[config.mk]
export PLATFORM = sky130hd
export DESIGN_NAME = irf_interrupt_request_flags
export DESIGN_NICKNAME = d
export VERILOG_FILES = /design/src/irf_pkg.sv /design/src/irf_pin_edge.sv /design/src/irf_flag_reg.sv /design/src/irf_interrupt_request_flags.sv
export VERILOG_INCLUDE_DIRS = /design/src
export SDC_FILE = /design/constraint.sdc
export NUM_CORES = 1
export LEC_CHECK = 0
export ABC_CLOCK_PERIOD_IN_PS = 2550
export BUFFER_PORTS_ARGS = -buffer_cell sky130_fd_sc_hd__buf_2
export CORE_ASPECT_RATIO = 1.5
export CORE_MARGIN = 2
export CORE_UTILIZATION = 53
export CTS_CLUSTER_SIZE = 12
export DETAILED_ROUTE_END_ITERATION = 16
export PLACE_DENSITY = 0.9
export SETUP_SLACK_MARGIN = 0.2
export SLEW_MARGIN = 20
export SYNTH_ARGS = -nofsm -noshare
export SYNTH_HDL_FRONTEND = slang
export SYNTH_HIERARCHICAL = 1
export SYNTH_SLANG_ARGS = --single-unit
[constraint.sdc]
create_clock -name clk -period 2.55 [get_ports clk]
set_clock_uncertainty 0.1 [all_clocks]
set_input_delay 0.1275 -clock clk [delete_from_list [all_inputs] [get_ports clk]]
set_output_delay 0.1275 -clock clk [all_outputs]
set_load 0.02 [all_outputs]
[src/irf_consts.svh]
`ifndef IRF_CONSTS_SVH
`define IRF_CONSTS_SVH

// Register byte offsets on the APB slave
`define IRF_OFS_FLAGS_TWO   8'h00
`define IRF_OFS_WAKE_FLAGS  8'h04
`define IRF_OFS_CLK_STOP    8'h08
`define IRF_OFS_MASK_TWO    8'h0c
`define IRF_OFS_MASK_WAKE   8'h10
`define IRF_OFS_CONFIG      8'h14
`define IRF_OFS_WAKE_SEL    8'h18

// Bit positions in the second flag register
`define IRF_BIT_DT          7
`define IRF_BIT_AD          6
`define IRF_BIT_EMPTY       5
`define IRF_BIT_TG          4
`define IRF_BIT_TFH         3
`define IRF_BIT_TFL         2

// Bit positions in the configuration register
`define IRF_CFG_TF16        0
`define IRF_CFG_CAP_SEL     1
`define IRF_CFG_CAP_RISE    2
`define IRF_CFG_OVF_EN      3
`define IRF_CFG_DT_EN       4

// Reset values and masks
`define IRF_RST_FLAGS       8'h00
`define IRF_RST_CLK_STOP    6'h3f
`define IRF_CLK_STOP_RSVD   2'h3
`define IRF_HOLD_TWO        8'hdf
`define IRF_HOLD_WAKE       8'hff
`define IRF_RST_MASK        8'h00
`define IRF_RST_CONFIG      5'h00
`define IRF_RST_WAKE_SEL    8'h00

`endif

[src/irf_pkg.sv]
package irf_pkg;

   // APB request from the master
   typedef struct packed {
      logic        psel;
      logic        penable;
      logic        pwrite;
      logic [7:0]  paddr;
      logic [31:0] pwdata;
   } irf_apb_req_t;

   // APB answer to the master
   typedef struct packed {
      logic [31:0] prdata;
      logic        pready;
      logic        pslverr;
   } irf_apb_rsp_t;

   // Timer F counters and compare values
   typedef struct packed {
      logic [7:0] cntLow;
      logic [7:0] cntHigh;
      logic [7:0] cmpLow;
      logic [7:0] cmpHigh;
   } irf_timer_f_t;

endpackage

[src/irf_pin_edge.sv]
`timescale 1ns/1ps
module irf_pin_edge
   import irf_pkg::*;
#(
   parameter int WIDTH = 8
)
(
   // Clock and reset
   input  wire logic             clk,
   input  wire logic             sys_rst,
   // Pins and edge choice
   input  wire logic [WIDTH-1:0] pinIn,
   input  wire logic [WIDTH-1:0] riseSel,
   // One-cycle edge pulses
   output logic      [WIDTH-1:0] edgePulse
);

   typedef struct packed {
      logic [WIDTH-1:0] sync1;
      logic [WIDTH-1:0] sync2;
      logic [WIDTH-1:0] prev;
      logic [WIDTH-1:0] pulse;
   } irf_edge_state_t;

   irf_edge_state_t st;
   irf_edge_state_t nx;

   // Edge compare only on the second stage, never the first
   always_comb
   begin
      nx       = st;
      nx.sync1 = pinIn;
      nx.sync2 = st.sync1;
      nx.prev  = st.sync2;
      for (int i = 0; i < WIDTH; i++)
      begin
         nx.pulse[i] = riseSel[i] ? (st.sync2[i] & ~st.prev[i])
                                  : (~st.sync2[i] & st.prev[i]);
      end
   end

   // Pins idle high, so reset the chain high to avoid a false fall
   always_ff @(posedge clk or posedge sys_rst)
   begin
      if (sys_rst)
         st <= '{sync1: '1, sync2: '1, prev: '1, pulse: '0};
      else
         st <= nx;
   end

   assign edgePulse = st.pulse;

endmodule

[src/irf_flag_reg.sv]
`timescale 1ns/1ps
module irf_flag_reg
   import irf_pkg::*;
#(
   parameter int               WIDTH     = 8,
   parameter logic [WIDTH-1:0] HOLD_MASK = '1,
   parameter logic [WIDTH-1:0] RESET_VAL = '0
)
(
   // Clock and reset
   input  wire logic             clk,
   input  wire logic             sys_rst,
   // Set events and clearing write
   input  wire logic [WIDTH-1:0] setEv,
   input  wire logic             clrWrite,
   input  wire logic [WIDTH-1:0] wrData,
   // Flag contents
   output logic      [WIDTH-1:0] flags
);

   typedef struct packed {
      logic [WIDTH-1:0] flags;
   } irf_flag_state_t;

   irf_flag_state_t st;
   irf_flag_state_t nx;

   // zero clears, one keeps, set wins
   always_comb
   begin
      nx       = st;
      nx.flags = ((st.flags & ~(clrWrite ? ~wrData : '0)) | setEv) & HOLD_MASK;
   end

   // Flag storage
   always_ff @(posedge clk or posedge sys_rst)
   begin
      if (sys_rst)
         st <= '{flags: RESET_VAL};
      else
         st <= nx;
   end

   assign flags = st.flags;

endmodule

[src/irf_interrupt_request_flags.sv]
// Summary of operation
// - Timer F high flag sets on a high-byte match in 8-bit mode or a full match in 16-bit mode.
// - Timer G flag sets on the chosen capture edge when capture is selected, or on overflow.
// - Converter flag sets when a conversion ends and the start/busy bit falls back to 0.
// - Direct transition flag sets when a sleep runs with the enable set and a transition occurs.
// - In the second flag register bits 7, 6, 4..0 take only a written 0; bit 5 holds nothing.
// - Eight wakeup flags set on a falling edge of their pin when it is selected for wakeup.
// - All wakeup flags reset to 0 and are cleared only by writing 0.
// - Timer F low flag sets when the low counter matches its compare in 8-bit mode.
`timescale 1ns/1ps
`include "irf_consts.svh"
module irf_interrupt_request_flags
   import irf_pkg::*;
(
   // Clock and reset
   input  wire logic         clk,
   input  wire logic         sys_rst,
   // APB slave
   input  wire irf_apb_req_t apbReq,
   output irf_apb_rsp_t      apbRsp,
   // Timer F compare inputs
   input  wire irf_timer_f_t timerF,
   // Timer G sources
   input  wire logic         timerGCapturePin,
   input  wire logic         timerGOverflow,
   // Converter start/busy level
   input  wire logic         convStartBusy,
   // Power mode control
   input  wire logic         sleepExec,
   input  wire logic         directTransitionTaken,
   // Timer C and event counter set pulses
   input  wire logic [1:0]   auxFlagSet,
   // Wakeup pins
   input  wire logic [7:0]   wakeupPin,
   // Interrupt and clock stop outputs
   output logic              intReq,
   output logic [5:0]        moduleClockStop
);

   typedef struct packed {
      irf_apb_rsp_t rsp;
      logic [7:0]   maskTwo;
      logic [7:0]   maskWake;
      logic [5:0]   clkStop;
      logic [4:0]   cfgBits;
      logic [7:0]   wakeSel;
      logic         busyPrev;
      logic         tfLowPrev;
      logic         tfHighPrev;
      logic         irq;
   } irf_state_t;

   irf_state_t st;
   irf_state_t nx;

   logic [7:0] flagsTwo;
   logic [7:0] flagsWake;
   logic [7:0] setTwo;
   logic [7:0] setWake;
   logic [7:0] wakePulse;
   logic       capPulse;
   logic       apbAccess;
   logic       wrEn;
   logic       clrTwo;
   logic       clrWake;
   logic       lowMatch;
   logic       highMatch;

   // Address decode, shared by read and write paths
   function automatic logic isMapped(input logic [7:0] addr);
      case (addr)
         `IRF_OFS_FLAGS_TWO, `IRF_OFS_WAKE_FLAGS, `IRF_OFS_CLK_STOP,
         `IRF_OFS_MASK_TWO, `IRF_OFS_MASK_WAKE, `IRF_OFS_CONFIG,
         `IRF_OFS_WAKE_SEL: isMapped = 1'b1;
         default:           isMapped = 1'b0;
      endcase
   endfunction

   // Read data mux; reserved bits read zero, clock stop top bits read one
   function automatic logic [31:0] readMux(input logic [7:0] addr);
      case (addr)
         `IRF_OFS_FLAGS_TWO:  readMux = {24'h000000, flagsTwo};
         `IRF_OFS_WAKE_FLAGS: readMux = {24'h000000, flagsWake};
         `IRF_OFS_CLK_STOP:   readMux = {24'h000000, `IRF_CLK_STOP_RSVD, st.clkStop};
         `IRF_OFS_MASK_TWO:   readMux = {24'h000000, st.maskTwo};
         `IRF_OFS_MASK_WAKE:  readMux = {24'h000000, st.maskWake};
         `IRF_OFS_CONFIG:     readMux = {27'h0000000, st.cfgBits};
         `IRF_OFS_WAKE_SEL:   readMux = {24'h000000, st.wakeSel};
         default:             readMux = 32'h00000000;
      endcase
   endfunction

   // Pin synchronisers: capture pin edge follows config, wakeup falls only
   irf_pin_edge #(
      .WIDTH (1)
   ) u_capEdge (
      .clk       (clk),
      .sys_rst   (sys_rst),
      .pinIn     (timerGCapturePin),
      .riseSel   (st.cfgBits[`IRF_CFG_CAP_RISE]),
      .edgePulse (capPulse)
   );

   irf_pin_edge #(
      .WIDTH (8)
   ) u_wakeEdge (
      .clk       (clk),
      .sys_rst   (sys_rst),
      .pinIn     (wakeupPin),
      .riseSel   (8'h00),
      .edgePulse (wakePulse)
   );

   // Bus handshake terms; writes land on the edge that sees pready
   assign apbAccess = apbReq.psel & apbReq.penable;
   assign wrEn      = apbAccess & st.rsp.pready & apbReq.pwrite & isMapped(apbReq.paddr);
   assign clrTwo    = wrEn & (apbReq.paddr == `IRF_OFS_FLAGS_TWO);
   assign clrWake   = wrEn & (apbReq.paddr == `IRF_OFS_WAKE_FLAGS);

   // Timer F compare terms
   assign lowMatch  = timerF.cntLow == timerF.cmpLow;
   assign highMatch = st.cfgBits[`IRF_CFG_TF16]
                      ? ({timerF.cntHigh, timerF.cntLow} == {timerF.cmpHigh, timerF.cmpLow})
                      : (timerF.cntHigh == timerF.cmpHigh);

   // Set events of the second flag register
   always_comb
   begin
      setTwo = 8'h00;
      setTwo[`IRF_BIT_DT]  = sleepExec & st.cfgBits[`IRF_CFG_DT_EN] & directTransitionTaken;
      setTwo[`IRF_BIT_AD]  = st.busyPrev & ~convStartBusy;
      setTwo[`IRF_BIT_TG]  = (capPulse & st.cfgBits[`IRF_CFG_CAP_SEL])
                             | (timerGOverflow & st.cfgBits[`IRF_CFG_OVF_EN]);
      // high compare, on entry to match
      setTwo[`IRF_BIT_TFH] = highMatch & ~st.tfHighPrev;
      setTwo[`IRF_BIT_TFL] = ~st.cfgBits[`IRF_CFG_TF16] & lowMatch & ~st.tfLowPrev;
      setTwo[1:0]          = auxFlagSet;
   end

   assign setWake = wakePulse & st.wakeSel;

   // second flag register, bit 5 never holds
   irf_flag_reg #(
      .WIDTH     (8),
      .HOLD_MASK (`IRF_HOLD_TWO),
      .RESET_VAL (`IRF_RST_FLAGS)
   ) u_flagsTwo (
      .clk      (clk),
      .sys_rst  (sys_rst),
      .setEv    (setTwo),
      .clrWrite (clrTwo),
      .wrData   (apbReq.pwdata[7:0]),
      .flags    (flagsTwo)
   );

   irf_flag_reg #(
      .WIDTH     (8),
      .HOLD_MASK (`IRF_HOLD_WAKE),
      .RESET_VAL (`IRF_RST_FLAGS)
   ) u_flagsWake (
      .clk      (clk),
      .sys_rst  (sys_rst),
      .setEv    (setWake),
      .clrWrite (clrWake),
      .wrData   (apbReq.pwdata[7:0]),
      .flags    (flagsWake)
   );

   // Next state: bus slave, control registers, edge history, interrupt
   always_comb
   begin
      nx            = st;
      nx.busyPrev   = convStartBusy;
      nx.tfLowPrev  = lowMatch;
      nx.tfHighPrev = highMatch;
      // One wait state keeps read data and pready both registered
      nx.rsp.pready  = apbAccess & ~st.rsp.pready;
      nx.rsp.pslverr = 1'b0;
      if (apbAccess & ~st.rsp.pready)
      begin
         nx.rsp.pslverr = ~isMapped(apbReq.paddr);
         nx.rsp.prdata  = apbReq.pwrite ? 32'h00000000 : readMux(apbReq.paddr);
      end
      if (wrEn)
      begin
         case (apbReq.paddr)
            `IRF_OFS_CLK_STOP:  nx.clkStop  = apbReq.pwdata[5:0];
            `IRF_OFS_MASK_TWO:  nx.maskTwo  = apbReq.pwdata[7:0];
            `IRF_OFS_MASK_WAKE: nx.maskWake = apbReq.pwdata[7:0];
            `IRF_OFS_CONFIG:    nx.cfgBits  = apbReq.pwdata[4:0];
            `IRF_OFS_WAKE_SEL:  nx.wakeSel  = apbReq.pwdata[7:0];
            default:            nx.clkStop  = st.clkStop;
         endcase
      end
      // Level interrupt lags the flags by one cycle to stay a flop output
      nx.irq = |(flagsTwo & st.maskTwo) | |(flagsWake & st.maskWake);
   end

   // State register
   always_ff @(posedge clk or posedge sys_rst)
   begin
      if (sys_rst)
      begin
         st.rsp        <= '{prdata: 32'h00000000, pready: 1'b0, pslverr: 1'b0};
         st.maskTwo    <= `IRF_RST_MASK;
         st.maskWake   <= `IRF_RST_MASK;
         st.clkStop    <= `IRF_RST_CLK_STOP;
         st.cfgBits    <= `IRF_RST_CONFIG;
         st.wakeSel    <= `IRF_RST_WAKE_SEL;
         st.busyPrev   <= 1'b0;
         st.tfLowPrev  <= 1'b0;
         st.tfHighPrev <= 1'b0;
         st.irq        <= 1'b0;
      end
      else
      begin
         st <= nx;
      end
   end

   // Outputs straight from the state flops
   assign apbRsp          = st.rsp;
   assign intReq          = st.irq;
   assign moduleClockStop = st.clkStop;
endmodule

* After elaboration in Yosys (flattened, before gate mapping)
Cells that the tools add are included.
** Word-level totals
- Register bits :: 124
- Input bits :: 92
** Cells by class
- Equality and inequality tests :: 9
- Multiplexer cells :: 9
- Bitwise gates (word level) :: 53
- Reduce and logical (&&, ||, !) cells :: 9
** Operators with widths (number)
- $pmux W8 S7 :: 1
- $and A8 B8 Y8 :: 5
- $mux W32 :: 1
- $and A1 B1 Y1 :: 25
- $eq A8 B5 Y1 const B :: 3
- $not A8 Y8 :: 3
- $eq A16 B16 Y1 :: 1
- $eq A8 B4 Y1 const B :: 2
- $eq A8 B8 Y1 :: 2
- $mux W8 :: 2
- $not A1 Y1 :: 16
- $or A8 B8 Y8 :: 2
- $reduce_or A8 Y1 :: 2
- $reduce_and A2 Y1 :: 5
- $eq A8 B3 Y1 const B :: 1
- $logic_not A8 Y1 :: 1
- $reduce_or A7 Y1 :: 1
- $mux W1 :: 5
- $or A1 B1 Y1 :: 2

* Depth between registers and ports, before layout
Gate-level depths: netlist (run 1).
- Depth after elaboration :: 9
- Mapped depth :: 7
- Mapped depth without buffers :: 6

* Cells and area by module
Netlist (run 1), hierarchy kept.
** Modules (own cells, without submodules)
- irf_interrupt_request_flags :: instances 1, cells each 284, area each 3046.7 µm², seq. area each 1233.7 µm²
- irf_pin_edge at u_wakeEdge :: instances 1, cells each 65, area each 1074.8 µm², seq. area each 830.8 µm²
- irf_flag_reg at u_flagsWake :: instances 1, cells each 25, area each 314.1 µm², seq. area each 200.2 µm²
- irf_flag_reg at u_flagsTwo :: instances 1, cells each 24, area each 286.5 µm², seq. area each 175.2 µm²
- irf_pin_edge at u_capEdge :: instances 1, cells each 8, area each 130.1 µm², seq. area each 103.8 µm²

* Least setup slack after synthesis (run 1)
No wires, ideal clock.
- Path kind :: input port to flip-flop
- From :: input apbReq[37] (netlist name)
- To :: register u_flagsTwo.st (netlist bit u_flagsTwo/flags[0])
- Library setup time :: 118 ps
- Data arrival time :: 1797 ps
- Slack :: 535 ps
- Stages on the path :: 5
- Path buffers :: 0
- Cells stage by stage :: or4_4 -> nor4_2 -> nor3b_1 -> nand2b_1 -> a21o_1
** RTL lines
- start: declaration :: RTL line irf_interrupt_request_flags.sv:19 : input wire irf_apb_req_t apbReq,
- end signal: assignment :: RTL line irf_flag_reg.sv:39 : st <= '{flags: RESET_VAL};
- end signal: assignment :: RTL line irf_flag_reg.sv:41 : st <= nx;
- end: declaration :: RTL line irf_flag_reg.sv:25 : irf_flag_state_t st;

* Final worst setup path (run 1)
- From :: register st (netlist bit apbRsp[1])
- To :: register st (netlist bit apbRsp[5])
** On the way
- Word-level cells in the longest chain between the ends :: 2
** Ends and longest elaborated chain
- start: declaration :: RTL line irf_interrupt_request_flags.sv:53 : irf_state_t st;
- start signal: assignment :: RTL line irf_interrupt_request_flags.sv:217 : st <= nx;
- $not A1 Y1 :: RTL line irf_interrupt_request_flags.sv:179 : if (apbAccess & ~st.rsp.pready)
- $and A1 B1 Y1 :: RTL line irf_interrupt_request_flags.sv:179
Every way passes these cells.
A chain may end at the register's enable or synchronous reset.

==> results of run 1 <==
==> where the power goes <==
part / switching, uW / internal (uW) / total [uW]
Combinational: 172 / 121 / 293
Sequential: 32.6 / 1650 / 1690
Clock: 553 / 940 / 1490
==> worst max-delay path: stages (launching register included) <==
cell	delay (ps)
dfrtp_1	390
nand3b_1	170
buf_4	180
or4_4	560
or3b_1	370
o211ai_1	90
==> cells in the final DEF, fill, tap and decap left out, types with 7 or more instances in the layout <==
cell type and n:
buf_2 84, dfrtp_1 67, conb_1 41, mux2_2 37, dfstp_2 33, nand2b_1 29
nand2_1 22, xor2_1 16, dlygate4sd3_1 16, mux2i_1 15, a21o_1 15, clkbuf_16 9
o22ai_2 9, and2_1 8, buf_4 8, inv_1 7
==> area by class of cell <==
class / instances / area, um^2 / area share (%)
Multi-Input combinational cell: 275 / 2000 / 35.1
Inverter: 8 / 31.3 / 0.550
Timing Repair Buffer: 108 / 641 / 11.3
Clock buffer: 13 / 270 / 4.75
Tap cell: 110 / 138 / 2.42
Sequential cell: 100 / 2540 / 44.7
Clock inverter: 3 / 67.6 / 1.19
==> layer usage <==
layer | GRT usage [%] | vias up
met2 | 37.4 | 135
met3 | 4.84 | 39
met5 | 0 | -
met1 | 24.5 | 1633
met4 | 16.0 | 0
li1 | - | 1533
==> worst min-delay path by stage <==
| stage | from | to | slack, ps |
|---|---|---|---|
| after global routing | timerGOverflow | u_flagsTwo/flags[4] | 20 |
| after detailed placement | sys_rst | u_capEdge/edgePulse | -20 |
| final | apbReq[3] | st[26] | 20 |
| after floorplan | sys_rst | u_capEdge/edgePulse | -210 |
| after CTS | apbReq[3] | st[26] | 8 |
| after global placement | sys_rst | u_capEdge/edgePulse | -40 |
==> what timing repair did <==
action                                  CTS  global route
buffers inserted                          0             0
hold buffers                             16             0
endpoints found under the setup margin    0             0
hold endpoints to repair                 74             0
==> registers in the layout (all words and copies together), names as in the netlist <==
register	count
u_wakeEdge/st	8
apbRsp	10
u_capEdge/st	1
intReq	1
u_capEdge/edgePulse	1
u_wakeEdge/edgePulse	8
u_flagsWake/flags	8
u_capEdge/nx	2
u_flagsTwo/flags	7
st	32
moduleClockStop	6
u_wakeEdge/nx	16
==> per-stage QoR <==
| stage | instance area [um^2] | utilization [%] | hold slack (ps) |
|---|---|---|---|
| final | 5690 | 64.1 | 19.7 |
| after CTS | 5690 | 64.1 | 7.97 |
| after detailed placement | 5190 | 58.5 | -22.3 |
| after floorplan | 5000 | - | -209 |
| after global routing | 5690 | 64.1 | 19.7 |
| after global placement | 5190 | 58.5 | -41.0 |
==> cells by family (layout without fill, tap and decap cells) <==
group                  count (synthesis)  after routing
AND/OR/NAND/NOR                      102            102
flip-flops                           100            100
buffers and inverters                 70            132
AO/OA/AOI/OAI                         63             63
multiplexers                          53             53
XOR/XNOR                              16             16
other                                  2             41
==> run_results.csv, run 1 <==
group,metric,value,unit
outcome,run_status,"finished, final reports clean",
power,finalPower,3470,uW
route,vias_per_cell,5.41,
yosys,synth_edf_count,0,
finish,final_nets,594,
finish,fin_cells,617,
clock_network,htree_levels,3,
route,route.met2.wl,5.53,mm
setup_path,cp-end-kind,"register",
die,die_width,82.1,um
timing,rsz0062_at_grt,"no",
route,dr.first_iter.drc_count,237,
yosys,synth_cell_types,48,
setup_path,cp-start-kind,"register",
die,die_h,121,um
clock_network,cts_max_path_buffers,2,
route,ant_nets,0,
global_route,grt_usage,22.4,%
power,leakage,0.00283,uW
power,powerDensity,610,nW/um^2
finish,syn_to_final_growth,17.3,%
yosys,synth_area_leader_cell,"dfrtp_1",
min_path,hold_path.class,"in2reg",
yosys,synth_seq_area_share,52.4,%
timing,fmax,0.516,GHz
setup_path,r2r_start,"apbRsp[1]",
timing,drv_slew,0,
route,wl_per_cell,16.9,um
yosys,yosysWarnings,6,
timing,setup_ws,613,ps
yosys,synth_compound_area_share,10.5,%
yosys,synth_top_area_share,34.6,%
die,coreArea,8880,um^2
route,routed_wirelength,10.4,mm
route,wl_met1,3.77,mm
die,dieArea,9950,um^2
yosys,synth_mux_area_share,12.1,%
finish,fill_cells,677,
yosys,synth_top_family_by_area,"simple AND/OR/NAND/NOR gates",
yosys,synth_fa_ha_area_share,0,%
global_route,grt_max_degree,34,
setup_path,r2r_slack,610,ps
yosys,avgSynthCellArea,12.0,um^2
timing,finalHoldViolCount,0,
finish,n_antenna_cell,0,
setup_path,worstSetupPathType,"reg2reg",
clock_network,cts-root-buf,"clkbuf_16",
global_route,grt_pass1_wl,16.4,mm
timing,tightest_slew,859,ps
placement,place_congestion,0.882,
clock_network,cts_buffers,9,
yosys,synth_flop_cell,"dfrtp_1",
clock_network,clk_pin_slew_worst_paths,60,ps
die,num_rows,42,
route,routed-via-count,3340,
yosys,async_flop_share,100,%
timing,relSlewSlack,41.9,%
timing,tns,0,ps
setup_path,worstRegToRegCells,5,
clock_network,cts_tree,"done",
route,dr_wl_met3,559,um
yosys,yosys.cell_count.top_type,"dfrtp_1",
placement,place_ws,281,ps
timing,min_period,1940,ps
setup_path,worst_ep_arrival_time,2100,ps
setup_path,setup.worst_path.end,"apbRsp[5]",
clock_network,cts_resized,0,
global_route,grt_pass1_vias,3477,
route,highest_layer,"met4",
placement,io_buffers,84,
clock_network,clk_latency,340,ps
global_route,grt_overflow_total,0,
clock_network,cts.sinks,100,
yosys,synth_common_cells,"dfrtp_1, buf_4, mux2_2, dfstp_2, nand2b_1",
route,drt_first_pass_iters,4,
yosys,syn_area,4850,um^2
setup_path,path_max_fanout,12,
global_route,antenna_found_initial,0,
job,cap_violations,0,
finish,drive_gt1_share,38.5,%
setup_path,cp.required,2710,ps
setup_path,critPathLaunch,"apbRsp[1]",
route,drc_errors,0,
yosys,synth_area_leaders,"dfrtp_1, dfstp_2, mux2_2, buf_4, nand2b_1",
placement,placed_cells,585,
setup_path,worstReg2RegEnd,"apbRsp[5]",
yosys,synth_xor_area_share,2.89,%
die,start_util,54.6,%
yosys,ys_ff_latch,100,
yosys,synthCells,406,
die,io_pins,133,
yosys,yosys.area_share.simple,12.5,%
placement,hpwl,7.58,mm
timing,setup_viol,0,
timing,finalCritPeriodShare,76.0,%
min_path,hold_path_depth,2,
power,peakVddDrop,0.458,mV
No activity file was read; power rests on OpenSTA's default activity.
==> run 2, diff against run 1 <==
Settings changed: ABC_CLOCK_PERIOD_IN_PS 2550 to 1800.
Clock period 2.55 ns to 1.8 ns, I/O delays scaled along.
==> run_results.csv, run 2 (synthesized netlist as in run 1, its figures left out) <==
group,metric,value,unit
timing,drv_slew,0,
setup_path,cp-end-kind,"register",
clock_network,cts_buffers,9,
finish,n_antenna_cell,0,
die,num_rows,42,
route,drc_errors,0,
placement,placed_cells,595,
finish,fin_util,67.8,%
route,wl_per_cell,17.8,um
global_route,antenna_found_initial,0,
clock_network,cts-root-buf,"clkbuf_16",
timing,finalHoldViolCount,0,
setup_path,cp-start-kind,"register",
placement,placed_cell_area,5300,um^2
clock_network,clk_latency,340,ps
finish,final_cell_mix,"buf_2, dfrtp_1, conb_1",
placement,io_buffers,84,
min_path,hold_path_depth,3,
finish,largest_reg_flops,32,
finish,regMostFlops,"st",
timing,tightest_slew,505,ps
setup_path,path_max_fanout,4,
finish,final_nets,615,
die,die_h,121,um
clock_network,clk_pin_slew_worst_paths,70,ps
route,dr.first_iter.drc_count,249,
setup_path,worst_ep_arrival_time,1890,ps
die,die_width,82.1,um
route,vias_per_cell,5.56,
finish,seq_area,2540,um^2
route,ant_nets,0,
placement,place_ws,-218,ps
finish,multiInputGateArea,2140,um^2
timing,setup_viol,0,
die,io_pins,133,
job,cap_violations,0,
timing,finalCritPeriodShare,97.6,%
finish,fill_cells,624,
placement,hpwl,7.82,mm
finish,finalInstanceArea,6020,um^2
clock_network,cts_tree,"done",
setup_path,worstReg2RegEnd,"st[38]",
finish,drive_gt1_share,41.9,%
timing,rsz0062_at_grt,"yes",
timing,tns,0,ps
clock_network,cts_max_path_buffers,2,
min_path,hold_path.class,"in2reg",
finish,fin_cells,638,
finish,syn_to_final_growth,24.0,%
finish,final_common_cell,"buf_2",
route,drt_first_pass_iters,5,
route,routed_wirelength,11.4,mm
setup_path,worstRegToRegCells,6,
min_path,whs_endpoint,"u_flagsTwo/flags[7]",
global_route,grt_pass1_wl,17.6,mm
route,routed-via-count,3545,
power,powerDensity,796,nW/um^2
setup_path,r2r_slack,40,ps
power,peakVddDrop,0.502,mV
clock_network,cts.sinks,100,
outcome,run_status,"finished, final reports clean",
timing,fmax,0.569,GHz
timing,setup_ws,43.0,ps
die,coreArea,8880,um^2
setup_path,r2r_start,"apbRsp[1]",
global_route,grt_pass1_vias,3601,
power,leakage,0.00297,uW
setup_path,cp.required,1930,ps
die,dieArea,9950,um^2
clock_network,htree_levels,3,
setup_path,worstSetupPathType,"reg2reg",
global_route,grt_overflow_total,0,
timing,relSlewSlack,66.1,%
placement,place_congestion,0.941,
min_path,holdCritStartpoint,"directTransitionTaken",
die,start_util,54.6,%
timing,min_period,1760,ps
global_route,grt_usage,23.7,%
global_route,grt_max_degree,50,
[run 2: cell types whose count changed in the layout (fill, tap and decap cells not counted), moves of 5 or more]
cell | before | now
mux2_2 | 37 | 24
mux2_4 | 0 | 13
dlygate4sd3_1 | 16 | 24
buf_4 | 8 | 14
buf_6 | 0 | 5
[run 2: through the flow]
step                      power (uW)  hold WS [ps]
after CTS                       4820          7.84
final                           4790          14.3
after global routing            5000          21.9
after floorplan                 2710          -246
after detailed placement        2820         -60.4
after global placement          2800         -75.0
[run 2: report_power, final]
group,internal (uW),switching (uW)
combinational,201,256
clock,1150,800
sequential,2340,43.6
[run 2: final cells by class]
cell class | count | area share [%]
Tap cell | 110 | 2.29
Inverter | 8 | 0.499
Clock buffer | 12 | 4.26
Multi-Input combinational cell | 275 | 35.6
Clock inverter | 4 | 0.790
Timing Repair Buffer | 129 | 14.3
Sequential cell | 100 | 42.3
[run 2: per-layer routing]
metal  share of wire (%)  GRT usage [%]  vias to the layer above
met5                   0              0                        -
met4                 5.5           17.4                        0
met3                 4.9           4.24                       44
met2                  54           39.0                      157
met1                  36           26.8                     1774
li1                    -              -                     1570
[run 2: how the worst max path moves through the flow]
| stage | start | endpoint | cells after the start |
|---|---|---|---|
| 2_1_floorplan | apbReq[37] | apbRsp[5] | 5 |
| 3_3_place_gp | apbReq[37] | st[33] | 6 |
| 3_5_place_dp | apbReq[37] | st[37] | 6 |
| 4_1_cts | apbRsp[1] | apbRsp[5] | 4 |
| 5_1_grt | apbRsp[1] | u_flagsTwo/flags[3] | 7 |
| 6_report | apbRsp[1] | st[38] | 6 |
[run 2: critical path: stages, from the launching register on]
cell and delay (ps):
dfrtp_1 370, nand4_1 140, buf_4 180, nor3_4 180, and3_4 230, buf_6 130, mux2_4 300
[run 2: what timing repair did]
item | in CTS | in global routing
gates resized for setup | 15 | 20
pin swaps | 20 | 4
hold endpoints to repair | 115 | 0
hold buffers | 24 | 0
endpoints found under the setup margin | 48 | 50
cloned | 0 | 0
buffers inserted | 1 | 2
